## src/verilog/ccr_pkg.sv

```systemverilog
/*
 * Charger configuration register bank: shared constants and the current decode function.
 * Assumes an 8-bit register port driven by the serial management bus controller.
 */
package ccr_pkg;

   // ************************************************************
   // Register offsets
   // ************************************************************
   localparam logic [7:0] CCR_ADDR_PREQ_TERM = 8'h22;
   localparam logic [7:0] CCR_ADDR_DIE_SYS   = 8'h23;
   localparam logic [7:0] CCR_ADDR_FAST_TMR  = 8'h24;
   localparam logic [7:0] CCR_ADDR_ALT_THM   = 8'h25;

   // ************************************************************
   // Reset values, per field
   // ************************************************************
   localparam logic [2:0] CCR_RST_PREQUAL  = 3'h7;
   localparam logic [1:0] CCR_RST_TERM     = 2'h3;
   localparam logic [2:0] CCR_RST_TOPOFF   = 3'h0;
   localparam logic [2:0] CCR_RST_DIE_TEMP = 3'h0;
   localparam logic [4:0] CCR_RST_SYS_V    = 5'h10;
   localparam logic [5:0] CCR_RST_FAST_CC  = 6'h01;
   localparam logic [1:0] CCR_RST_SAFETY   = 2'h1;
   localparam logic [5:0] CCR_RST_ALT_CC   = 6'h00;
   localparam logic       CCR_RST_THM_ON   = 1'b0;

   // ************************************************************
   // Decode constants (mV, 0.1 mA, 0.1 %, minutes, degC, hours)
   // ************************************************************
   localparam logic [11:0] CCR_PQ_BASE_MV   = 12'h8FC;  // 2300 mV
   localparam logic [11:0] CCR_PQ_STEP_MV   = 12'h064;  // 100 mV
   localparam logic [12:0] CCR_SYS_BASE_MV  = 13'h1004; // 4100 mV
   localparam logic [12:0] CCR_SYS_STEP_MV  = 13'h0019; // 25 mV
   localparam logic [11:0] CCR_CC_STEP_DMA  = 12'h04B;  // 7.5 mA
   localparam logic [5:0]  CCR_CC_MAX_CODE  = 6'h27;    // 300 mA and above
   localparam logic [5:0]  CCR_TOPOFF_STEP  = 6'h05;    // 5 minutes
   localparam logic [6:0]  CCR_TJ_BASE_C    = 7'h3C;    // 60 degC
   localparam logic [6:0]  CCR_TJ_STEP_C    = 7'h0A;    // 10 degC
   localparam logic [2:0]  CCR_TJ_MAX_CODE  = 3'h4;     // 100 degC and above
   localparam logic [7:0]  CCR_TERM_05      = 8'h32;
   localparam logic [7:0]  CCR_TERM_075     = 8'h4B;
   localparam logic [7:0]  CCR_TERM_10      = 8'h64;
   localparam logic [7:0]  CCR_TERM_15      = 8'h96;
   localparam logic [2:0]  CCR_SAFE_OFF_H   = 3'h0;
   localparam logic [2:0]  CCR_SAFE_3_H     = 3'h3;
   localparam logic [2:0]  CCR_SAFE_5_H     = 3'h5;
   localparam logic [2:0]  CCR_SAFE_7_H     = 3'h7;

   // ************************************************************
   // Types
   // ************************************************************
   typedef enum logic [1:0] {
      CCR_ZONE_NORMAL = 2'h0,
      CCR_ZONE_COOL   = 2'h1,
      CCR_ZONE_WARM   = 2'h3,
      CCR_ZONE_OUT    = 2'h2
   } ccr_zone_t;

   // Linear 7.5 mA code, saturating at 300 mA
   function automatic logic [11:0] ccr_current_dma(input logic [5:0] code);
      logic [5:0] sat;
      sat = (code > CCR_CC_MAX_CODE) ? CCR_CC_MAX_CODE : code;
      return 12'({6'h00, sat} + 12'h001) * CCR_CC_STEP_DMA;
   endfunction

endpackage

```

## src/verilog/ccr_current_select.sv

```systemverilog
/*
 * Picks the charge current code for the present battery temperature zone.
 * Assumes zone is already synchronous and valid when thermistor monitoring is on.
 */
`timescale 1ns/100ps
module ccr_current_select
   import ccr_pkg::*;
(
   input  wire logic [5:0]  fast_charge_current_sel,
   input  wire logic [5:0]  alt_zone_charge_current_sel,
   input  wire logic        thermistor_monitor_on,
   input  wire ccr_zone_t   batt_zone,
   output logic      [5:0]  active_current_sel,
   output logic             alt_in_use
);

   // ************************************************************
   // Zone selection
   // ************************************************************
   // Without monitoring the zone is unknown, so the normal current is the safe pick
   always_comb begin
      alt_in_use = thermistor_monitor_on &&
                   (batt_zone == CCR_ZONE_COOL || batt_zone == CCR_ZONE_WARM);
      active_current_sel = alt_in_use ? alt_zone_charge_current_sel
                                      : fast_charge_current_sel;
   end

endmodule

```

## src/verilog/ccr_field_decode.sv

```systemverilog
/*
 * Turns the timing and temperature codes into engineering values.
 * Purely combinational; the caller registers the results.
 */
`timescale 1ns/100ps
module ccr_field_decode
   import ccr_pkg::*;
(
   input  wire logic [2:0]  topoff_time_sel,
   input  wire logic [2:0]  die_temp_regulation_sel,
   input  wire logic [1:0]  fast_charge_safety_timer,
   input  wire logic [1:0]  term_current_sel,
   output logic      [5:0]  topoff_minutes,
   output logic      [6:0]  die_temp_c,
   output logic      [2:0]  safety_hours,
   output logic      [7:0]  term_permille
);

   logic [2:0] tj_sat;

   always_comb begin
      topoff_minutes = 6'({3'h0, topoff_time_sel} * CCR_TOPOFF_STEP);
      tj_sat = (die_temp_regulation_sel > CCR_TJ_MAX_CODE) ? CCR_TJ_MAX_CODE
                                                          : die_temp_regulation_sel;
      die_temp_c = 7'(CCR_TJ_BASE_C + {4'h0, tj_sat} * CCR_TJ_STEP_C);
      unique case (fast_charge_safety_timer)
         2'h0:    safety_hours = CCR_SAFE_OFF_H;
         2'h1:    safety_hours = CCR_SAFE_3_H;
         2'h2:    safety_hours = CCR_SAFE_5_H;
         2'h3:    safety_hours = CCR_SAFE_7_H;
      endcase
      unique case (term_current_sel)
         2'h0:    term_permille = CCR_TERM_05;
         2'h1:    term_permille = CCR_TERM_075;
         2'h2:    term_permille = CCR_TERM_10;
         2'h3:    term_permille = CCR_TERM_15;
      endcase
   end

endmodule

```

## src/verilog/ccr_config_regs.sv

```systemverilog
/*
 * Charger configuration register bank: four byte registers at 0x22..0x25,
 * field outputs and registered decoded values for the charging loop.
 * Assumes the serial bus controller presents single-cycle read and write
 * strobes with a byte address, synchronous to clk.
 */
// Operation
// - Prequal threshold bits 7:5, resets 0b111
// - Termination current bits 4:3, resets 0b11
// - Top-off timer bits 2:0, 5-minute steps
// - Die temperature point bits 7:5, saturates 100C
// - System voltage 4:0, 4.1V plus 25mV
// - Fast current 7:2, 7.5mA steps, saturates
// - Safety timer 1:0, off/3/5/7 hours
// - Alternate current used in cool/warm zones
// - Normal zone uses standard fast current
// - Thermistor enable bit 1, resets zero
`timescale 1ns/100ps
module ccr_config_regs
   import ccr_pkg::*;
(
   input  wire logic         clk,
   input  wire logic         sys_rst,
   input  wire logic [7:0]   reg_addr,
   input  wire logic         reg_wr,
   input  wire logic [7:0]   reg_wdata,
   input  wire logic         reg_rd,
   output logic      [7:0]   reg_rdata,
   output logic              reg_rvalid,
   output logic              reg_hit,
   input  wire ccr_zone_t    batt_zone,
   output logic      [2:0]   prequal_voltage_sel,
   output logic      [1:0]   term_current_sel,
   output logic      [2:0]   topoff_time_sel,
   output logic      [2:0]   die_temp_regulation_sel,
   output logic      [4:0]   system_voltage_sel,
   output logic      [5:0]   fast_charge_current_sel,
   output logic      [1:0]   fast_charge_safety_timer,
   output logic      [5:0]   alt_zone_charge_current_sel,
   output logic              thermistor_monitor_on,
   output logic      [11:0]  prequal_mv,
   output logic      [7:0]   term_permille,
   output logic      [5:0]   topoff_minutes,
   output logic      [6:0]   die_temp_c,
   output logic      [12:0]  system_mv,
   output logic      [2:0]   safety_hours,
   output logic      [5:0]   active_current_sel,
   output logic      [11:0]  active_current_dma,
   output logic              alt_current_active
);

   // ************************************************************
   // Address decode
   // ************************************************************
   logic        sel_preq;
   logic        sel_die;
   logic        sel_fast;
   logic        sel_alt;
   logic        sel_any;
   logic [7:0]  next_rdata;

   always_comb begin
      sel_preq = (reg_addr == CCR_ADDR_PREQ_TERM);
      sel_die  = (reg_addr == CCR_ADDR_DIE_SYS);
      sel_fast = (reg_addr == CCR_ADDR_FAST_TMR);
      sel_alt  = (reg_addr == CCR_ADDR_ALT_THM);
      sel_any  = sel_preq | sel_die | sel_fast | sel_alt;
   end

   // ************************************************************
   // Register storage
   // ************************************************************
   always_ff @(posedge clk or posedge sys_rst) begin
      if (sys_rst) begin
         prequal_voltage_sel <= CCR_RST_PREQUAL;
         term_current_sel    <= CCR_RST_TERM;
         topoff_time_sel     <= CCR_RST_TOPOFF;
      end else if (reg_wr && sel_preq) begin
         prequal_voltage_sel <= reg_wdata[7:5];
         term_current_sel    <= reg_wdata[4:3];
         topoff_time_sel     <= reg_wdata[2:0];
      end
   end

   always_ff @(posedge clk or posedge sys_rst) begin
      if (sys_rst) begin
         die_temp_regulation_sel <= CCR_RST_DIE_TEMP;
         system_voltage_sel      <= CCR_RST_SYS_V;
      end else if (reg_wr && sel_die) begin
         die_temp_regulation_sel <= reg_wdata[7:5];
         // Any code is stored; checking headroom against charge voltage is host work
         system_voltage_sel      <= reg_wdata[4:0];
      end
   end

   always_ff @(posedge clk or posedge sys_rst) begin
      if (sys_rst) begin
         fast_charge_current_sel  <= CCR_RST_FAST_CC;
         fast_charge_safety_timer <= CCR_RST_SAFETY;
      end else if (reg_wr && sel_fast) begin
         fast_charge_current_sel  <= reg_wdata[7:2];
         fast_charge_safety_timer <= reg_wdata[1:0];
      end
   end

   always_ff @(posedge clk or posedge sys_rst) begin
      if (sys_rst) begin
         alt_zone_charge_current_sel <= CCR_RST_ALT_CC;
         thermistor_monitor_on       <= CCR_RST_THM_ON;
      end else if (reg_wr && sel_alt) begin
         alt_zone_charge_current_sel <= reg_wdata[7:2];
         thermistor_monitor_on       <= reg_wdata[1];
      end
   end

   // ************************************************************
   // Read back
   // ************************************************************
   // Data lags the strobe by one cycle; unmapped addresses answer 0x00
   always_comb begin
      next_rdata = 8'h00;
      if (sel_preq) begin
         next_rdata = {prequal_voltage_sel, term_current_sel, topoff_time_sel};
      end else if (sel_die) begin
         next_rdata = {die_temp_regulation_sel, system_voltage_sel};
      end else if (sel_fast) begin
         next_rdata = {fast_charge_current_sel, fast_charge_safety_timer};
      end else if (sel_alt) begin
         next_rdata = {alt_zone_charge_current_sel, thermistor_monitor_on, 1'b0};
      end
   end

   always_ff @(posedge clk or posedge sys_rst) begin
      if (sys_rst) begin
         reg_rdata  <= 8'h00;
         reg_rvalid <= 1'b0;
         reg_hit    <= 1'b0;
      end else begin
         reg_rvalid <= reg_rd;
         reg_hit    <= (reg_rd | reg_wr) & sel_any;
         if (reg_rd) begin
            reg_rdata <= next_rdata;
         end
      end
   end

   // ************************************************************
   // Decoded values for the charging loop
   // ************************************************************
   logic [5:0]  dec_topoff;
   logic [6:0]  dec_die_temp;
   logic [2:0]  dec_safety;
   logic [7:0]  dec_term;
   logic [5:0]  sel_current;
   logic        sel_alt_used;

   ccr_field_decode u_decode (
      .topoff_time_sel         (topoff_time_sel),
      .die_temp_regulation_sel (die_temp_regulation_sel),
      .fast_charge_safety_timer(fast_charge_safety_timer),
      .term_current_sel        (term_current_sel),
      .topoff_minutes          (dec_topoff),
      .die_temp_c              (dec_die_temp),
      .safety_hours            (dec_safety),
      .term_permille           (dec_term)
   );

   ccr_current_select u_current (
      .fast_charge_current_sel    (fast_charge_current_sel),
      .alt_zone_charge_current_sel(alt_zone_charge_current_sel),
      .thermistor_monitor_on      (thermistor_monitor_on),
      .batt_zone                  (batt_zone),
      .active_current_sel         (sel_current),
      .alt_in_use                 (sel_alt_used)
   );

   // Decoded values trail the fields by one cycle so every output is a flop
   always_ff @(posedge clk or posedge sys_rst) begin
      if (sys_rst) begin
         prequal_mv     <= CCR_PQ_BASE_MV;
         term_permille  <= CCR_TERM_05;
         topoff_minutes <= 6'h00;
         die_temp_c     <= CCR_TJ_BASE_C;
         system_mv      <= CCR_SYS_BASE_MV;
         safety_hours   <= CCR_SAFE_OFF_H;
      end else begin
         prequal_mv     <= 12'(CCR_PQ_BASE_MV + {9'h000, prequal_voltage_sel}
                                                 * CCR_PQ_STEP_MV);
         term_permille  <= dec_term;
         topoff_minutes <= dec_topoff;
         die_temp_c     <= dec_die_temp;
         system_mv      <= 13'(CCR_SYS_BASE_MV + {8'h00, system_voltage_sel}
                                                  * CCR_SYS_STEP_MV);
         safety_hours   <= dec_safety;
      end
   end

   always_ff @(posedge clk or posedge sys_rst) begin
      if (sys_rst) begin
         active_current_sel <= 6'h00;
         active_current_dma <= CCR_CC_STEP_DMA;
         alt_current_active <= 1'b0;
      end else begin
         active_current_sel <= sel_current;
         active_current_dma <= ccr_current_dma(sel_current);
         alt_current_active <= sel_alt_used;
      end
   end

endmodule

```

## config.mk

```make
export PLATFORM = sky130hd
export DESIGN_NAME = ccr_config_regs
export DESIGN_NICKNAME = d
export VERILOG_FILES = /design/src/verilog/ccr_pkg.sv /design/src/verilog/ccr_current_select.sv /design/src/verilog/ccr_field_decode.sv /design/src/verilog/ccr_config_regs.sv
export SDC_FILE = /design/constraint.sdc
export NUM_CORES = 1
export LEC_CHECK = 0
export BUFFER_PORTS_ARGS = -buffer_cell sky130_fd_sc_hd__buf_2
export CAP_MARGIN = 5
export CORE_UTILIZATION = 48
export DETAILED_ROUTE_END_ITERATION = 7
export GPL_TIMING_DRIVEN = 0
export PLACE_DENSITY = 0.79
export SKIP_CTS_REPAIR_TIMING = 1
export SLEW_MARGIN = 20
export SYNTH_ARGS = -nofsm -noshare
export SYNTH_HDL_FRONTEND = slang
export SYNTH_SLANG_ARGS = --single-unit
```

## constraint.sdc

```tcl
create_clock -name clk -period 3.9 [get_ports clk]
set_input_delay 0.78 -clock clk [delete_from_list [all_inputs] [get_ports clk]]
set_output_delay 0.78 -clock clk [all_outputs]
set_load 0.02 [all_outputs]
```

# After elaboration in Yosys (flattened, before gate mapping)
# Cells that the tools add are included.
# op_classes
addsub	4
n_mul	5
order_cmp	2
n_eq_ne	12
n_mux	9
bitwise_logic	5
n_reduce_logical	8
# ops
cell	count
equality test 8 x 6 -> 1 bit, second input constant	4
2-to-1 mux 8 bit	4
case mux 8 bit (4 select lines)	1
adder 13 x 10 -> 13 bit, first input constant	1
adder 12 x 10 -> 12 bit, first input constant	1
multiplier 3 x 3 -> 6 bit, second input constant	2
multiplier 7 x 7 -> 12 bit, second input constant	1
2-to-1 mux 6 bit	2
case mux 3 bit (4 select lines)	1
equality test 2 bit, second input constant	5
multiplier 5 x 5 -> 10 bit, second input constant	1
multiplier 3 x 5 -> 8 bit, second input constant	1
adder 6 x 1 -> 7 bit, second input constant	1
adder 6 x 7 -> 7 bit, first input constant	1
equality test 2 x 1 -> 1 bit, second input constant	3
greater-than comparator 6 bit, second input constant	1
logical AND 1 bit	5
logical NOT 2 bit	2
OR 1 bit	4
greater-than comparator 3 bit, second input constant	1
2-to-1 mux 3 bit	1
bitwise AND 1 bit	1
logical OR 1 bit	1
# totals
regBits	109
inputBits	22
output_inout_bits	109
word_cells	66

# Longest topological paths before layout
# depth
word_depth	8
depth_mapped	22
mapped_depth_nobuf	22

# By module
# A second synthesis with hierarchy kept.
# hier_totals
hier_cells	442
area_unflattened_um2	5480.3
# modules_own_cells
module	instances	cells_per_inst	area_per_inst_um2	seq_area_each_um2
ccr_config_regs	1	396	5081.1	2635.0
ccr_field_decode	1	38	321.6	0.0
ccr_current_select	1	8	77.6	0.0

# Least setup slack after synthesis
# No wires, ideal clock.
# synth_path
kind	input to register
start	in batt_zone[0]
end	reg active_current_dma[11]
setup_ps	125
arrival_ps	4589
required_time_ps	3775
slack_ps	-815
stages	19
path_buffers	0
cell_sequence	nand2_2 -> mux2_2 -> a21oi_1 -> inv_1 -> ha_1 -> nand3_1 -> xor2_1 -> nor2_1 -> ha_1 -> ha_1 -> inv_1 -> fa_1 -> inv_1 -> ha_1 -> and3_1 -> a221o_1 -> nand2b_1 -> a31oi_1 -> xnor2_1
# synth_via
elab_chain_cells	8
word_cells_on_any_way	9
cone_classes	add/sub: 1; mul: 1; order compare: 1; eq/ne: 2; mux: 2; reduce/logical: 2
# synth_rtl
element	line	rtl
from (decl)	ccr_config_regs.sv:31	input wire ccr_zone_t batt_zone,
equality test 2 x 1 -> 1 bit / equality test 2 bit (equally long branches)	ccr_current_select.sv:23	(batt_zone == CCR_ZONE_COOL || batt_zone == CCR_ZONE_WARM);
logical OR 1 bit *	ccr_current_select.sv:23	
logical AND 1 bit *	ccr_current_select.sv:22	alt_in_use = thermistor_monitor_on &&
2-to-1 mux 6 bit *	ccr_current_select.sv:24	active_current_sel = alt_in_use ? alt_zone_charge_current_sel
named net sel_current[5]	ccr_config_regs.sv:154	logic [5:0] sel_current;
greater-than comparator 6 bit	ccr_pkg.sv:63	sat = (code > CCR_CC_MAX_CODE) ? CCR_CC_MAX_CODE : code;
2-to-1 mux 6 bit *	ccr_pkg.sv:63	
adder 6 x 1 -> 7 bit *	ccr_pkg.sv:64	return 12'({6'h00, sat} + 12'h001) * CCR_CC_STEP_DMA;
multiplier 7 x 7 -> 12 bit *	ccr_pkg.sv:64	
to (signal assigned)	ccr_config_regs.sv:205	active_current_dma <= ccr_current_dma(sel_current);
to (decl)	ccr_config_regs.sv:48	output logic [11:0] active_current_dma,
# The timed path passes the listed nets; every way through them passes the cells marked *.
# A chain may end at the register's enable or synchronous reset.

# Final worst setup path
# layout_path
start	in batt_zone[0]
end	reg active_current_dma[9]
# The elaborated chain is that of the path after synthesis.

==> impl_metrics.csv <==
group,metric,value,unit
synth,synth_compound_area_share,7.26,%
timing,slew_viol_final,0,
clock_network,cts_root_buffer,"clkbuf_8",
synth,synthArstFlopShare,100,%
layout,drive_above_1_share,46.7,%
layout,final_cell_area,6660,um^2
routing,drt-wirelength-per-cell,16.4,um
global_route,overflow,0,
power,p_seq_share,49.2,%
synth,synth_area_per_cell,12.8,um^2
global_route,grt_max_degree,87,
floorplan,start_util,50.2,%
timing,tightest_slew,0.572,ns
global_route,antenna_found_initial,0,
worst_setup_path,worstPathArrival,4.52,ns
synth,synth_area,5280,um^2
hold_path,hold_class,"in -> async",
job,maxCapViolations,0,
worst_setup_path,path_class,"in -> reg",
layout,antennaDiodeCount,0,
routing,via_per_inst,5.25,
global_route,grt_pass1_vias,3765,
placed_design,pre_cts_ws,-0.808,ns
clock_network,cts_sinks,102,
worst_setup_path,critPathMaxStageDelay,0.57,ns
worst_setup_path,setup.worst_path.start_class,"input pin",
timing,hold_viol_final,0,
global_route,grt_usage,21.1,%
routing,ant_nets,0,
power,power_leakage,3.68,nW
placed_design,io_buffers,123,
synth,synth-main-ff-cell,"dfrtp_1",
global_route,grt_pass1_wl,18400,um
power,combPwrFrac,22.2,%
worst_setup_path,critPathMaxFanout,7,
routing,via_count,3705,
floorplan,row_count,37,
worst_setup_path,worstPathRequired,4.16,ns
clock_network,cts_tree,"built",
floorplan,die_h,107,um
timing,setup_viol,5,
power,p_int,1.71,mW
timing,timing.fmax,0.235,GHz
routing,routed_wl,11500,um
synth,synth_edf_count,0,
synth,yosys.area_share.simple,5.34,%
floorplan,dieArea,11400,um^2
floorplan,die_w,107,um
routing,drc,0,
placed_design,dp_hpwl,8610,um
timing,rsz0062_at_grt,"true",
worst_setup_path,path_common_cell,"inv_2",
routing,dr.pass1.iters,4,
power,switching_power,0.730,mW
timing,period_minus_slack,4.26,ns
synth,synthAdderAreaFrac,20.6,%
layout,mostFrequentLayoutCell,"buf_2",
worst_setup_path,end_kind,"flip-flop",
timing,finalCritPeriodShare,109,%
power,p_sw_share,30.0,%
timing,max_slew_margin,61.8,%
layout,fin_nets,669,
power,power_density,366,nW/um^2
worst_setup_path,critPathSlowestCell,"fa_1",
placed_design,dpl_cell_area,6260,um^2
clock_network,clk_pin_slew,0.09,ns
clock_network,htreeDepth,3,
routing,drtIter0Drc,123,
synth,synth_seq_area_share,49.0,%
placed_design,gp_congestion,0.794,
clock_network,clk_latency,0.37,ns
floorplan,coreArea,10500,um^2
worst_setup_path,path_cells,"buf_6 -> nand2_8 -> mux2_4 -> a21oi_4 -> inv_2 -> ha_4 -> nand3_2 -> xor2_1 -> nor2_2 -> ha_1 -> ha_1 -> inv_2 -> fa_1 -> inv_2 -> ha_4 -> and3_4 -> a221o_1 -> nand2b_4 -> o21a_1 -> xor2_1",
run_status,status,"finished, violations left",
clock_network,cts_buffers,9,
layout,mostFrequentLayoutCells,"buf_2 (125), dfrtp_1 (75), ha_1 (68), inv_1 (40), mux2_2 (37)",
power,pwr-share-clk,28.5,%
layout,fillCellCount,820,
synth,syn_inst,412,
floorplan,io_pins,131,
power,peakVddDrop,204,uV
synth,synth_top_family_by_area,"adder cells",
timing,worst_slack,-0.360,ns
synth,synth.area.mux_share,8.52,%
timing,fin_skew,0.00691,ns
clock_network,cts_buffer_depth,2,
synth,synth_cell_types,44,
synth,synth-xor-area-share,3.82,%
layout,area_growth,26.3,%
run_status,violations,"setup timing",
synth,synth.yosys.warnings,0,
synth,synth_seq_cells,102,
==> kinds of logic after synthesis <==
logic type | after synthesis
compound gates | 52
xor+xnor | 23
fa+ha+maj | 82
buf+inv | 65
flops | 102
mux | 40
other cells | 2
simple gates | 46
==> final cells by class <==
cell class	instances	area, um^2	area share (%)
multi-input cells	252	2670	40.0
flip-flops and latches	102	2590	38.8
repair buffers	135	736	11.0
inverters	47	189	2.84
well taps	136	170	2.55
clock buffers	12	155	2.33
plain buffers	18	105	1.58
clock inverters	4	52.6	0.789
==> per-layer routing <==
metal | global-route usage (%) | vias to the layer above | wire [um]
met5 | 0 | - | 0
met4 | 7.05 | 0 | 218
met3 | 4.92 | 21 | 818
met2 | 36.0 | 140 | 5920
met1 | 26.2 | 1823 | 4590
li1 | - | 1721 | -
==> sequential cells by signal, summed over array words and instances (netlist names), 6 cells and up <==
| signal | count |
|---|---|
| active_current_dma | 12 |
| active_current_sel | 6 |
| alt_zone_charge_current_sel | 6 |
| die_temp_c | 6 |
| fast_charge_current_sel | 6 |
| prequal_mv | 9 |
| reg_rdata | 8 |
| system_mv | 11 |
| term_permille | 7 |
| topoff_minutes | 6 |
==> through the flow <==
stage	TNS [ns]	std cells	hold WS, ns	utilization (%)	total power [mW]
global placement	-40.40	678	0.451	59.3	1.71
floorplan	-1.02	419	0.411	-	1.57
global route	-1.81	706	0.315	63.4	2.56
finish	-1.22	706	0.322	63.4	2.44
CTS	-1.68	695	0.319	61.6	2.44
detailed placement	-3.57	679	0.463	59.6	1.74
==> synthesized netlist by cell type, types with 2 or more instances <==
cell type	number	area (um^2)
inv_1	46	173
xor2_1	7	61.3
o32ai_1	6	52.6
clkbuf_1	5	18.8
a21o_1	5	37.5
or2_2	2	12.5
nor2b_1	4	25.0
nor3b_4	2	37.5
a221oi_1	12	105
o22ai_1	2	12.5
nand3_1	3	15.0
nor2_1	10	37.5
nand4_1	4	25.0
mux2_2	39	439
o21a_1	2	15.0
xnor2_1	16	140
nand2b_1	3	18.8
and3_1	2	12.5
o21bai_1	2	15.0
a21oi_1	11	55.1
buf_2	3	15.0
dfrtp_1	76	1900
fa_1	8	160
conb_1	2	7.51
ha_1	74	926
nor3b_1	2	15.0
nor3_1	3	15.0
dfstp_2	26	683
o21ai_0	5	25.0
nand2_1	8	30.0
buf_4	9	67.6
==> power groups by stage <==
| stage | Combinational [mW] | Sequential, mW | Clock [mW] |
|---|---|---|---|
| after CTS | 0.522 | 1.20 | 0.714 |
| after detailed placement | 0.520 | 1.22 | 0 |
| after global routing | 0.593 | 1.21 | 0.756 |
| final | 0.542 | 1.20 | 0.695 |
| after global placement | 0.497 | 1.22 | 0 |
| after floorplan | 0.249 | 1.32 | 0 |
==> critical path, delay by kind of cell <==
| kind | cells | cell delay (ns) |
|---|---|---|
| and+or+nand+nor | 5 | 0.59 |
| AOI/OAI and AO/OA | 3 | 0.64 |
| xor gates and xnor gates | 2 | 0.32 |
| adders and majority gates | 5 | 1.54 |
| buffers and inverters | 4 | 0.27 |
| muxes | 1 | 0.37 |
==> final timing paths <==
path | to | slack (ns) | depth (start not counted) | startpoint
min in group clk | topoff_minutes[0] | 0.47 | 0 | topoff_time_sel[0]
max in group asynchronous | fast_charge_current_sel[0] | 2.90 | 3 | sys_rst
worst min-delay path | reg_rvalid | 0.32 | 2 | sys_rst
worst max-delay path | active_current_dma[9] | -0.36 | 20 | batt_zone[0]
worst max register to register | active_current_dma[9] | -0.36 | 19 | thermistor_monitor_on
worst min register to register | topoff_minutes[0] | 0.47 | 0 | topoff_time_sel[0]
Note: power is estimated with default switching activity, not from simulation.
